===== config.mk =====
export PLATFORM = sky130hd
export DESIGN_NAME = hpd_impedance_detect
export DESIGN_NICKNAME = d
export VERILOG_FILES = /design/src/rtl/hpd_impedance_detect.v
export VERILOG_INCLUDE_DIRS = /design/src /design/src/rtl
export SDC_FILE = /design/constraint.sdc
export NUM_CORES = 1
export LEC_CHECK = 0
export BUFFER_PORTS_ARGS = -buffer_cell sky130_fd_sc_hd__buf_4
export CELL_PAD_IN_SITES_DETAIL_PLACEMENT = 1
export CELL_PAD_IN_SITES_GLOBAL_PLACEMENT = 2
export CORE_MARGIN = 4
export CORE_UTILIZATION = 27
export CTS_CLUSTER_DIAMETER = 80
export DETAILED_ROUTE_END_ITERATION = 10
export PLACE_DENSITY_LB_ADDON = 0.1
export SYNTH_ARGS = -nofsm -noshare
export SYNTH_HDL_FRONTEND = slang
export SYNTH_SLANG_ARGS = --single-unit

===== constraint.sdc =====
create_clock -name REF_CLK -period 2.7 [get_ports REF_CLK]
set_input_delay 0.405 -clock REF_CLK [delete_from_list [all_inputs] [get_ports REF_CLK]]
set_output_delay 0.405 -clock REF_CLK [all_outputs]
set_load 0.01 [all_outputs]

===== src/rtl/hpd_map.vh =====
`ifndef HPD_MAP_VH
`define HPD_MAP_VH

// ****************************************
// register indices (plain port, printed offsets)
// ****************************************
`define HPD_REG_MODE_CFG 16'h0293
`define HPD_REG_DET_CFG 16'h029B
`define HPD_REG_STATUS 16'h029C
`define HPD_REG_CODE_UP 16'h029D
`define HPD_REG_CODE_DN 16'h029F
`define HPD_REG_CAL_OFS 16'h31F8
`define HPD_REG_CAL_SLP 16'h31FA
`define HPD_WIDE_BASE 16'h3000

// ****************************************
// field positions
// ****************************************
`define HPD_PIN_SEL_BIT 13
`define HPD_MODE_MSB 2
`define HPD_MODE_LSB 0
`define HPD_SPAN_MSB 10
`define HPD_SPAN_LSB 9
`define HPD_CLKDIV_MSB 4
`define HPD_CLKDIV_LSB 3
`define HPD_STEP_MSB 2
`define HPD_STEP_LSB 1
`define HPD_TRIG_BIT 0
`define HPD_DONE_BIT 15
`define HPD_LVL_MSB 14

// ****************************************
// mode codes and reset values
// ****************************************
`define HPD_MODE_MIC_DISC 3'h0
`define HPD_MODE_HP_LEFT 3'h1
`define HPD_MODE_HP_RIGHT 3'h2
`define HPD_MODE_HP_MIC 3'h4
`define HPD_MODE_MIC_ADC 3'h7
`define HPD_MODE_CFG_RST 16'h0000
`define HPD_DET_CFG_RST 16'h0000
`define HPD_CODE_MAX 10'h3FF

// ****************************************
// timing
// ****************************************
`define HPD_CLK_HZ 250000000
`define HPD_SRC_HZ 32000
// clock over current-source rate, rounded down, sized to the divider parameter
`define HPD_SRC_TICK_CYC 16'h1E84

`endif


===== src/rtl/hpd_impedance_detect.v =====
`timescale 1ns/1ps
`include "hpd_map.vh"

module hpd_impedance_detect #(
	parameter [15:0] SRC_TICK_CYC = `HPD_SRC_TICK_CYC
) (
	// clock, reset, enable
	input wire REF_CLK,
	input wire RST_N,
	input wire CE,
	// register port
	input wire [15:0] ADDR,
	input wire [31:0] WDATA,
	input wire WR,
	input wire RD,
	output reg [31:0] RDATA,
	// factory calibration fuses
	input wire [31:0] CAL_OFFSET,
	input wire [15:0] CAL_SLOPE,
	// analog front end
	input wire CMP_IN,
	input wire [14:0] LEVEL_IN,
	output wire [9:0] CUR_CODE,
	output wire SRC_TICK,
	output wire SWEEP_ACTIVE,
	output wire [1:0] SPAN_SEL,
	// sense pin steering
	output wire SENSE_LEFT_EN,
	output wire SENSE_RIGHT_EN,
	output wire SENSE_MIC1_EN,
	output wire SENSE_MIC2_EN,
	output wire FB_PIN2_SEL,
	// event to interrupt controller
	output wire DONE_EVT
);

	// ****************************************
	// states
	// ****************************************
	localparam [2:0] ST_IDLE = 3'h1;
	localparam [2:0] ST_UP = 3'h2;
	localparam [2:0] ST_DOWN = 3'h4;

	// ****************************************
	// configuration registers
	// ****************************************
	reg pin_sel_r;
	reg [2:0] mode_r;
	reg [1:0] span_r;
	reg [1:0] clkdiv_r;
	reg [1:0] step_sel_r;

	wire wr_mode = WR && (ADDR == `HPD_REG_MODE_CFG);
	wire wr_det = WR && (ADDR == `HPD_REG_DET_CFG);
	wire trig = wr_det && WDATA[`HPD_TRIG_BIT];

	always @(posedge REF_CLK) begin
		if (!RST_N) begin
			pin_sel_r <= 1'b0;
			mode_r <= 3'h0;
			span_r <= 2'h0;
			clkdiv_r <= 2'h0;
			step_sel_r <= 2'h0;
		end else if (CE) begin
			if (wr_mode) begin
				pin_sel_r <= WDATA[`HPD_PIN_SEL_BIT];
				mode_r <= WDATA[`HPD_MODE_MSB:`HPD_MODE_LSB];
			end
			if (wr_det) begin
				span_r <= WDATA[`HPD_SPAN_MSB:`HPD_SPAN_LSB];
				clkdiv_r <= WDATA[`HPD_CLKDIV_MSB:`HPD_CLKDIV_LSB];
				step_sel_r <= WDATA[`HPD_STEP_MSB:`HPD_STEP_LSB];
			end
		end
	end

	// ****************************************
	// mode decode and pin steering
	// ****************************************
	wire hp_lr = (mode_r == `HPD_MODE_HP_LEFT) || (mode_r == `HPD_MODE_HP_RIGHT);
	wire hp_mic = (mode_r == `HPD_MODE_HP_MIC);
	// mic detect and reserved codes never start the headphone sweep
	wire hp_mode = hp_lr || hp_mic;

	assign SENSE_LEFT_EN = (mode_r == `HPD_MODE_HP_LEFT);
	assign SENSE_RIGHT_EN = (mode_r == `HPD_MODE_HP_RIGHT);
	assign SENSE_MIC1_EN = hp_mic && !pin_sel_r;
	assign SENSE_MIC2_EN = hp_mic && pin_sel_r;
	assign FB_PIN2_SEL = pin_sel_r;
	// span only means something on the left and right pins
	assign SPAN_SEL = hp_lr ? span_r : 2'h0;

	// ****************************************
	// comparator synchroniser
	// ****************************************
	reg cmp_s1_r;
	reg cmp_s2_r;
	reg cmp_s3_r;
	reg cmp_r;

	always @(posedge REF_CLK) begin
		if (!RST_N) begin
			cmp_s1_r <= 1'b0;
			cmp_s2_r <= 1'b0;
			cmp_s3_r <= 1'b0;
			cmp_r <= 1'b0;
		end else if (CE) begin
			cmp_s1_r <= CMP_IN;
			cmp_s2_r <= cmp_s1_r;
			cmp_s3_r <= cmp_s2_r;
			// glitch filter: two settled stages must agree
			if (cmp_s2_r == cmp_s3_r) begin
				cmp_r <= cmp_s3_r;
			end
		end
	end

	// ****************************************
	// current-source clock divider
	// ****************************************
	reg [2:0] state_r;
	reg [17:0] tick_cnt_r;

	wire running = (state_r != ST_IDLE);
	wire [17:0] tick_lim = {2'h0, SRC_TICK_CYC} << clkdiv_r;
	wire tick = running && (tick_cnt_r == tick_lim - 18'h00001);

	always @(posedge REF_CLK) begin
		if (!RST_N) begin
			tick_cnt_r <= 18'h00000;
		end else if (CE) begin
			// restart phase on a trigger so each point gets a full period
			if (!running || trig || tick) begin
				tick_cnt_r <= 18'h00000;
			end else begin
				tick_cnt_r <= tick_cnt_r + 18'h00001;
			end
		end
	end

	assign SRC_TICK = tick;

	// ****************************************
	// sweep engine
	// ****************************************
	reg [9:0] code_r;
	reg [9:0] code_up_r;
	reg [9:0] code_dn_r;
	reg [14:0] level_r;
	reg done_r;
	reg done_evt_r;
	reg [2:0] state_nxt;
	reg [9:0] code_nxt;
	reg finish;
	reg up_cap;
	reg dn_cap;

	// reserved step code falls back to the finest step
	wire [9:0] step = (step_sel_r == 2'h1) ? 10'h002 :
		(step_sel_r == 2'h2) ? 10'h004 : 10'h001;
	wire [10:0] code_inc = {1'b0, code_r} + {1'b0, step};
	wire code_low = (code_r < step);

	always @* begin
		state_nxt = state_r;
		code_nxt = code_r;
		finish = 1'b0;
		up_cap = 1'b0;
		dn_cap = 1'b0;
		case (state_r)
			ST_IDLE: begin
				code_nxt = 10'h000;
			end
			ST_UP: begin
				if (tick) begin
					// trip or top of scale ends the rising sweep
					if (cmp_r || code_inc[10]) begin
						up_cap = 1'b1;
						state_nxt = ST_DOWN;
						code_nxt = `HPD_CODE_MAX;
					end else begin
						code_nxt = code_inc[9:0];
					end
				end
			end
			ST_DOWN: begin
				if (tick) begin
					if (!cmp_r || code_low) begin
						dn_cap = 1'b1;
						finish = 1'b1;
						state_nxt = ST_IDLE;
						code_nxt = 10'h000;
					end else begin
						code_nxt = code_r - step;
					end
				end
			end
			default: begin
				state_nxt = ST_IDLE;
				code_nxt = 10'h000;
			end
		endcase
		// a fresh trigger restarts the sweep unless this cycle completes
		if (trig && hp_mode && !finish) begin
			state_nxt = ST_UP;
			code_nxt = 10'h000;
		end
	end

	always @(posedge REF_CLK) begin
		if (!RST_N) begin
			state_r <= ST_IDLE;
			code_r <= 10'h000;
			code_up_r <= 10'h000;
			code_dn_r <= 10'h000;
			level_r <= 15'h0000;
			done_r <= 1'b0;
			done_evt_r <= 1'b0;
		end else if (CE) begin
			state_r <= state_nxt;
			code_r <= code_nxt;
			done_evt_r <= finish;
			if (up_cap) begin
				// mic-pin detect reports only the coarse level
				code_up_r <= hp_mic ? 10'h000 : code_r;
			end
			if (dn_cap) begin
				code_dn_r <= hp_mic ? 10'h000 : code_r;
				level_r <= LEVEL_IN;
			end
			// completion wins over a trigger in the same cycle
			if (finish) begin
				done_r <= 1'b1;
			end else if (trig && hp_mode) begin
				done_r <= 1'b0;
			end
		end
	end

	assign CUR_CODE = code_r;
	assign SWEEP_ACTIVE = running;
	assign DONE_EVT = done_evt_r;

	// ****************************************
	// read path
	// ****************************************
	reg [31:0] rd_nxt;

	always @* begin
		rd_nxt = 32'h00000000;
		if (ADDR == `HPD_REG_MODE_CFG) begin
			rd_nxt[`HPD_PIN_SEL_BIT] = pin_sel_r;
			rd_nxt[`HPD_MODE_MSB:`HPD_MODE_LSB] = mode_r;
		end else if (ADDR == `HPD_REG_DET_CFG) begin
			// trigger bit always reads back zero
			rd_nxt[`HPD_SPAN_MSB:`HPD_SPAN_LSB] = span_r;
			rd_nxt[`HPD_CLKDIV_MSB:`HPD_CLKDIV_LSB] = clkdiv_r;
			rd_nxt[`HPD_STEP_MSB:`HPD_STEP_LSB] = step_sel_r;
		end else if (ADDR == `HPD_REG_STATUS) begin
			rd_nxt[`HPD_DONE_BIT] = done_r;
			rd_nxt[`HPD_LVL_MSB:0] = level_r;
		end else if (ADDR == `HPD_REG_CODE_UP) begin
			rd_nxt[9:0] = code_up_r;
		end else if (ADDR == `HPD_REG_CODE_DN) begin
			rd_nxt[9:0] = code_dn_r;
		end else if (ADDR == `HPD_REG_CAL_OFS) begin
			rd_nxt = CAL_OFFSET;
		end else if (ADDR == `HPD_REG_CAL_SLP) begin
			rd_nxt[15:0] = CAL_SLOPE;
		end
	end

	always @(posedge REF_CLK) begin
		if (!RST_N) begin
			RDATA <= 32'h00000000;
		end else if (CE) begin
			// data valid only the cycle after the strobe
			if (RD) begin
				RDATA <= rd_nxt;
			end else begin
				RDATA <= 32'h00000000;
			end
		end
	end

endmodule // hpd_impedance_detect


==> results of run 1 <==
-- final cells by class --
cell class / count / area (um2)
flip-flops and latches: 114 / 2300
fillers: 2578 / 12900
repair buffers: 229 / 1810
inverters: 23 / 86.3
multi-input cells: 557 / 3850
well taps: 280 / 350
clock buffers: 17 / 425
clock inverters: 15 / 160
-- flip-flops by register name (all words and copies together), names as in the netlist, 2 cells and up --
name	cells
step_sel_r	2
span_r	2
state_r	3
level_r	15
RDATA	32
tick_cnt_r	18
code_dn_r	10
code_up_r	10
clkdiv_r	2
CUR_CODE	10
mode_r	3
-- report_power, final --
part | leakage (uW) | switching, uW | internal (uW)
combinational | 0.00225 | 150 | 142
sequential | 0.000923 | 8.33 | 1690
clock | 0.000284 | 985 | 1310
-- critical path: stages, from the launching register on --
cell and delay [ns]:
dfxtp_4 0.37, inv_2 0.04, ha_4 0.28, ha_4 0.13, inv_2 0.04, fa_2 0.35, a211o_1 0.36, o31ai_4 0.22
nand2_2 0.12, or4_4 0.46, buf_12 0.19, nand2_1 0.11, a21oi_2 0.06
-- through the flow --
stage / utilization (%) / hold WS (ns)
6_report: 41.0 / 0.203
5_1_grt: 41.0 / 0.200
4_1_cts: 39.5 / 0.189
3_5_place_dp: 35.7 / 0.449
3_3_place_gp: 35.7 / 0.438
2_1_floorplan: - / 0.427
-- timing repair --
action | 4_1_cts | 5_1_grt
pin swaps | 18 | 20
setup buffers | 11 | 8
cloned | 2 | 1
endpoints found under the setup margin | 49 | 51
resized for setup | 30 | 58
-- kinds of logic after synthesis --
group / count (synthesis)
mux: 40
buf+inv: 65
fa+ha+maj: 12
flops: 114
compound gates: 177
simple gates: 307
xor+xnor: 21
-- how the worst max path moves through the flow --
| stage | from | to | slack (ns) | cells past startpoint |
|---|---|---|---|---|
| 6_report | step_sel_r[0] | level_r[2] | -0.15 | 12 |
| 5_1_grt | step_sel_r[0] | level_r[2] | -0.25 | 14 |
| 3_3_place_gp | step_sel_r[0] | level_r[6] | -0.20 | 12 |
| 2_1_floorplan | step_sel_r[0] | code_dn_r[1] | -0.05 | 13 |
| 4_1_cts | step_sel_r[0] | code_dn_r[9] | -0.15 | 12 |
| 3_5_place_dp | step_sel_r[0] | code_dn_r[9] | -0.20 | 12 |
-- synth_stat cells (4+ instances only) --
master and n:
dfxtp_1 114, nand2_1 101, nor2_1 92, a21oi_1 53
mux2i_1 38, clkbuf_1 27, o21ai_0 23, inv_1 22
a22oi_1 17, nand4_1 14, nor3_1 13, nor4_1 13
nand3_1 12, nor2b_1 11, xnor2_1 11, ha_1 10
xor2_1 10, a22o_1 7, buf_2 7, nand2b_1 7
o2bb2ai_1 7, or3_1 7, a31oi_1 6, nor3b_1 6
and3_1 5, o22ai_1 5, a211oi_1 4, and2_1 4
buf_1 4, buf_6 4, o2111ai_1 4, o211ai_1 4
o21a_1 4
-- cells in the final DEF, fill, tap and decap left out, types with 5 or more instances in the layout --
cell type  netlist  layout
or3_1            7       7
nor4_1          13       8
xnor2_1         11      11
a22oi_1         17      17
inv_6            0       7
nand3_1         12      12
mux2i_1         38      38
nor3_1          13      13
nand4_1         14      14
buf_4            0     218
clkbuf_16        0      18
a21oi_1         53      39
ha_1            10       6
buf_6            4       6
nand2_2          1      10
o21ai_0         23      21
nor2b_1         11      11
and3_1           5       5
nand2_1        101      90
nand2b_1         7       5
nor2_1          92      91
a21oi_2          2      16
nor3b_1          6       6
xor2_1          10      10
a22o_1           7       7
inv_1           22      18
dfxtp_1        114     108
-- metal layers --
layer / share of wire, % / track usage [%] / vias up
met2: 49 / 32.9 / 140
met1: 45 / 24.5 / 3159
li1: - / - / 3071
met5: 0 / 0 / -
met3: 4.1 / 4.29 / 31
met4: 2.0 / 6.51 / 0
==> summary.txt, run 1 <==
Drt
  – DRC violations left: 0
  – Drt pass-1 iters: 4
  – Routed Wire Length: 24.3 mm
  – Drt first-iter violations: 262
  – Via count of the routed design: 6401
  – Number of nets still failing antenna checks after routing: 0
  – Vias/cell: 5.18
  – Final routed wire length divided by cell count: 19.7 um

Worst setup path
  – Reg-to-reg critical path startpoint: step_sel_r[0]
  – Worst Setup End Kind: flip-flop
  – R2r endpoint: level_r[2]
  – Critical path launch point type: flip-flop
  – Crit path kind: reg -> reg
  – Flop2flop setup slack: -0.15 ns
  – WP data required: 3.00 ns
  – Worst Path Arrival: 3.15 ns
  – R2R depth: 12
  – Highest net fanout along the worst path: 27

STA
  – Worst clock skew on the final layout: 0.0131 ns
  – Worst slew slack as a fraction of its limit: roughly half
  – Minimum clock period after layout: 2.85 ns
  – Final critical-path share of the clock period: 105%
  – Post-Route Setup TNS: -3.35 ns
  – Unrepaired setup endpoints after global routing: yes
  – Achievable clock frequency: between 0.3 and 0.4 GHz
  – Slew Limit Fails: 0
  – Number of hold-slack violations in the final timing report: 0
  – Transition at the pin with the smallest max-transition slack: 0.738 ns
  – Setup Viol. Count Final: 41
  – Setup ws final: -0.147 ns

Status
  – Outcome: complete, but fails checks
  – Violated checks: setup timing

Place
  – Number of cells after detailed placement: approximately 1.2k
  – Routability congestion estimate from global placement: 0.859
  – DP Area: 7820 um2
  – Worst setup slack before clock tree synthesis: -0.200 ns
  – HPWL after detailed placement: approximately 18 mm
  – Port Buffers: 144

Layout
  – Summed area of non-filler cells in the final layout: 8980 um2
  – Area grow syn2layout: 49.2%
  – Layout cells sized above 1: 36.6%
  – Final cell count without fillers: 1235
  – Number of antenna cells inserted: 0
  – Number of nets in the layout: 1071

Synthesis
  – Combinational family with the most area after synthesis: simple AND/OR/NAND/NOR gates
  – Simple-gate share of the synthesized area: about a quarter
  – Share of async-settable or async-resettable flops after synthesis: 0%
  – Area fraction in compound gates after synthesis: 20.3%
  – Top area cells in the synthesized netlist: dfxtp_1, mux2i_1, nand2_1
  – Mapped Area: 6020 um2
  – Primary flip-flop cell chosen by synthesis mapping: dfxtp_1
  – Syn avg cell area: around 8 um2
  – Flop and latch count out of synthesis: 114
  – Fraction of synthesized cell area in xor and xnor cells: 3.05%
  – Warnings, synthesis: 0
  – Adder-Cell Fraction of Synth Area: roughly 2.7%
  – Part of the Yosys area used for sequential elements: 37.9%
  – Biggest area consumer among synthesized cells: dfxtp_1
  – Number of instances in the synthesized netlist: between 700 and 800
  – Syn nets: 865
  – EDFF count, synth: 0
  – Number of distinct library cell variants in the gate-level netlist after synthesis: 74
  – Fraction of post-synthesis cell area in the top cell type by area: 37.9%
  – Multiplexer share of the synthesized area: 6.69%

Hold path
  – Launch point of the worst hold path: CAL_OFFSET[26]
  – Hold-critical path depth: 3
  – Path category of the worst min-delay check: in -> reg
  – Hold Path Sink: RDATA[26]

CTS
  – Clock Sinks: approximately 110
  – CTS Root Cell: clkbuf_16
  – Cts-stage hold buffer count: 0
  – H-Tree Depth: 4
  – Clock buffers created by TritonCTS: 17
  – Skew-Pair Late Insertion Delay: between 0.4 and 0.5 ns
  – Maximum buffer depth of the clock tree: 2
  – Clock-pin slew reported for the worst setup and hold paths after clock tree synthesis: 0.07 ns
  – CTS tree: done

Global route
  – Total global routing track utilization: 19.4%
  – Total overflow reported by the global router: 0
  – Number of antenna violations at the first check in global routing: 0
  – Via count of the first global-routing pass: between 6k and 7k
  – Global-route wire length before repair: 37.4 mm
  – Maximum number of pins on one net before global-route repair: 40

Pwr
  – Worst supply voltage drop on vdd: 292 uV
  – Power Total: about 4300 uW
  – Leakage component of the power: 0.00346 uW
  – Power density of the placed cells: 477 nW/um2

Floorplanning
  – Num rows: 54
  – Die outline height: 157 um
  – Initial core utilization: approximately 28%
  – Number of top-level pins: 169
  – Total core area: 21900 um2
  – Horiz. Die Dim: 157 um
  – Area enclosed by the die boundary: 24800 um2

Run
  – Reported max-cap violation count: 0
No activity file was read; power rests on OpenSTA's default activity.
==> inputs of run 2 (changes only) <==
- RECOVER_POWER: unset -> 100
==> summary.txt, run 2 (synthesis gave the netlist of run 1 again) <==
Drt
  – Routed Wire Length: 24.3 mm (+0.14%)
  – Final routed wire length divided by cell count: 19.7 um (+0.14%)
  – Number of nets still failing antenna checks after routing: 0 (unchanged)
  – Via count of the routed design: 6445 (+0.69%)
  – DRC violations left: 0 (unchanged)
  – Drt pass-1 iters: 4 (unchanged)
  – Drt first-iter violations: 257 (-1.9%)
  – Vias/cell: 5.22 (+0.69%)

Floorplanning
  – Initial core utilization: 27.5% (unchanged)
  – Total core area: 21900 um2 (unchanged)
  – Area enclosed by the die boundary: 24800 um2 (unchanged)
  – Num rows: 54 (unchanged)
  – Die outline height: 157 um (unchanged)
  – Number of top-level pins: 169 (unchanged)
  – Horiz. Die Dim: 157 um (unchanged)

Worst setup path
  – CP max-delay cell: or4_4
  – Crit path kind: reg -> reg
  – Maximum cell stage delay along the critical path: 0.46 ns (about the same)
  – Critical path launch point type: flip-flop
  – Worst Path Arrival: 3.14 ns (about the same)
  – Worst Setup End Kind: flip-flop
  – WP data required: 3.00 ns (about the same)
  – Buf/Inv on CP: 3 (unchanged)
  – Family with the most delay on the worst path: adder cells
  – Highest net fanout along the worst path: 27 (unchanged)
  – Critical Path, Cell by Cell: inv_2 > ha_4 > ha_4 > inv_2 > fa_2 > a211o_1 > o31ai_4 > nand2_2 > or4_4 > buf_12 > nand2_1 > a21oi_2

STA
  – Worst clock skew on the final layout: 0.0123 ns (-0.000861 ns)
  – Setup ws final: -0.142 ns (+0.00542 ns)
  – Worst hold-check slack: 0.202 ns (-0.000548 ns)
  – Post-Route Setup TNS: -3.70 ns (-0.356 ns)
  – Final critical-path share of the clock period: 105% (-0.20 points)
  – Number of hold-slack violations in the final timing report: 0 (unchanged)
  – Transition at the pin with the smallest max-transition slack: 1.47 ns (+0.734 ns)
  – Slew Limit Fails: 0 (unchanged)
  – Worst slew slack as a fraction of its limit: 1.85% (-49 points)
  – Minimum clock period after layout: 2.84 ns (-0.00542 ns)
  – Setup Viol. Count Final: 45 (+9.8%)
  – Unrepaired setup endpoints after global routing: yes
  – Achievable clock frequency: 0.352 GHz (+0.19%)

Layout
  – Number of filler cells placed in the layout: 2612 (+1.3%)
  – Number of nets in the layout: 1071 (unchanged)
  – Layout cells sized above 1: 30.8% (-5.9 points)
  – Leading cell types in the layout, fill and taps excluded: buf_4, dfxtp_1, nor2_1
  – Register cell area after layout: 2290 um2 (-0.16%)
  – Number of flip-flops under the largest register name: 32 (unchanged)
  – Area grow syn2layout: 45.7%
  – Multi-input gate area in the final layout: 3850 um2 (-0.13%)
  – Summed area of non-filler cells in the final layout: 8770 um2 (-2.4%)
  – Register ranked first by flip-flop count: RDATA
  – Most common library cell in the layout ignoring fill and taps: buf_4
  – Number of antenna cells inserted: 0 (unchanged)
  – Largest registers: RDATA: 32 flops, tick_cnt_r: 18 flops, level_r: 15 flops

CTS
  – CTS tree: done
  – Maximum buffer depth of the clock tree: 2 (unchanged)
  – Clock Sinks: 114 (unchanged)
  – Clock-pin slew reported for the worst setup and hold paths after clock tree synthesis: 0.07 ns (about the same)
  – H-Tree Depth: 4 (unchanged)
  – CTS Root Cell: clkbuf_16
  – Clock buffers created by TritonCTS: 17 (unchanged)
  – Skew-Pair Late Insertion Delay: 0.43 ns (about the same)

Global route
  – Number of antenna violations at the first check in global routing: 0 (unchanged)
  – Total global routing track utilization: 19.4% (unchanged)
  – Via count of the first global-routing pass: 6705 (unchanged)
  – Global-route wire length before repair: 37.4 mm (unchanged)
  – Maximum number of pins on one net before global-route repair: 40 (unchanged)
  – Total overflow reported by the global router: 0 (unchanged)

Pwr
  – Power Total: 4280 uW (about the same)
  – Switching power as a share of total power: 26.7% (about the same)
  – Proportion of power drawn by combinational gates: 6.7% (about the same)
  – Clk pwr share: 53.7% (about the same)
  – Worst supply voltage drop on vdd: 292 uV (about the same)
  – Reg power frac: 39.6% (about the same)
  – P_sw: 1140 uW (about the same)
  – Power density of the placed cells: 488 nW/um2 (+2.3%)
  – Leakage component of the power: 0.00323 uW (-6.7%)
  – Internal power: 3140 uW (-0.12%)

Place
  – Routability congestion estimate from global placement: 0.859 (unchanged)
  – Port Buffers: 144 (unchanged)
  – HPWL after detailed placement: 17.6 mm (unchanged)
  – DP Area: 7820 um2 (unchanged)

Hold path
  – Path category of the worst min-delay check: in -> reg

Run
  – Reported max-cap violation count: 0 (unchanged)

Status
  – Violated checks: setup timing
  – Outcome: complete, but fails checks
run 2: area by class of cell:
| type | instances | area share, % |
|---|---|---|
| well taps | 280 | 3.99 |
| flip-flops and latches | 114 | 26.2 |
| multi-input cells | 557 | 43.9 |
| clock buffers | 17 | 4.85 |
| repair buffers | 229 | 18.3 |
| clock inverters | 15 | 1.83 |
| inverters | 23 | 0.984 |
run 2: worst reg2reg max path: cells and delay by family (launching register included):
kind,cells,cell delay (ns)
buffers and inverters,3,0.27
DFF,1,0.37
AOI/OAI and AO/OA,3,0.64
and+or+nand+nor,3,0.69
adders and majority gates,3,0.76
run 2: worst paths after layout:
check                                     from          end  slack [ns]  cells after the start
worst max register to register   step_sel_r[0]   level_r[2]       -0.14                     12
worst min register to register     level_r[12]  level_r[12]        0.46                      2
worst min-delay path            CAL_OFFSET[26]    RDATA[26]        0.20                      3
worst max-delay path             step_sel_r[0]   level_r[2]       -0.14                     12
run 2: power groups by stage:
stage / Sequential, uW / Clock (uW) / Combinational, uW
3_3_place_gp: 1730 / 0 / 273
4_1_cts: 1690 / 2360 / 284
3_5_place_dp: 1730 / 0 / 279
6_report: 1690 / 2300 / 288
5_1_grt: 1690 / 2440 / 311
2_1_floorplan: 1730 / 0 / 109
run 2: what timing repair did:
| item | in CTS | in global routing |
|---|---|---|
| resized for setup | 30 | 58 |
| setup buffers | 11 | 8 |
| setup endpoints to repair | 49 | 51 |
| cloned | 2 | 1 |
| hold buffers | 0 | 0 |
| pin swaps | 18 | 20 |
run 2: per-stage QoR:
stage,instances,worst slack (ns),util [%]
floorplan,736,-0.0509,-
finish,1235,-0.142,40.1
global placement,1183,-0.197,35.7
global route,1235,-0.254,40.1
CTS,1227,-0.148,39.5
detailed placement,1183,-0.200,35.7
run 2: layer usage:
metal	GRT usage (%)	vias up	wire, um
li1	-	3074	-
met1	24.5	3181	10700
met2	32.9	159	12000
met3	4.29	31	1140
met4	6.51	0	449
met5	0	-	0
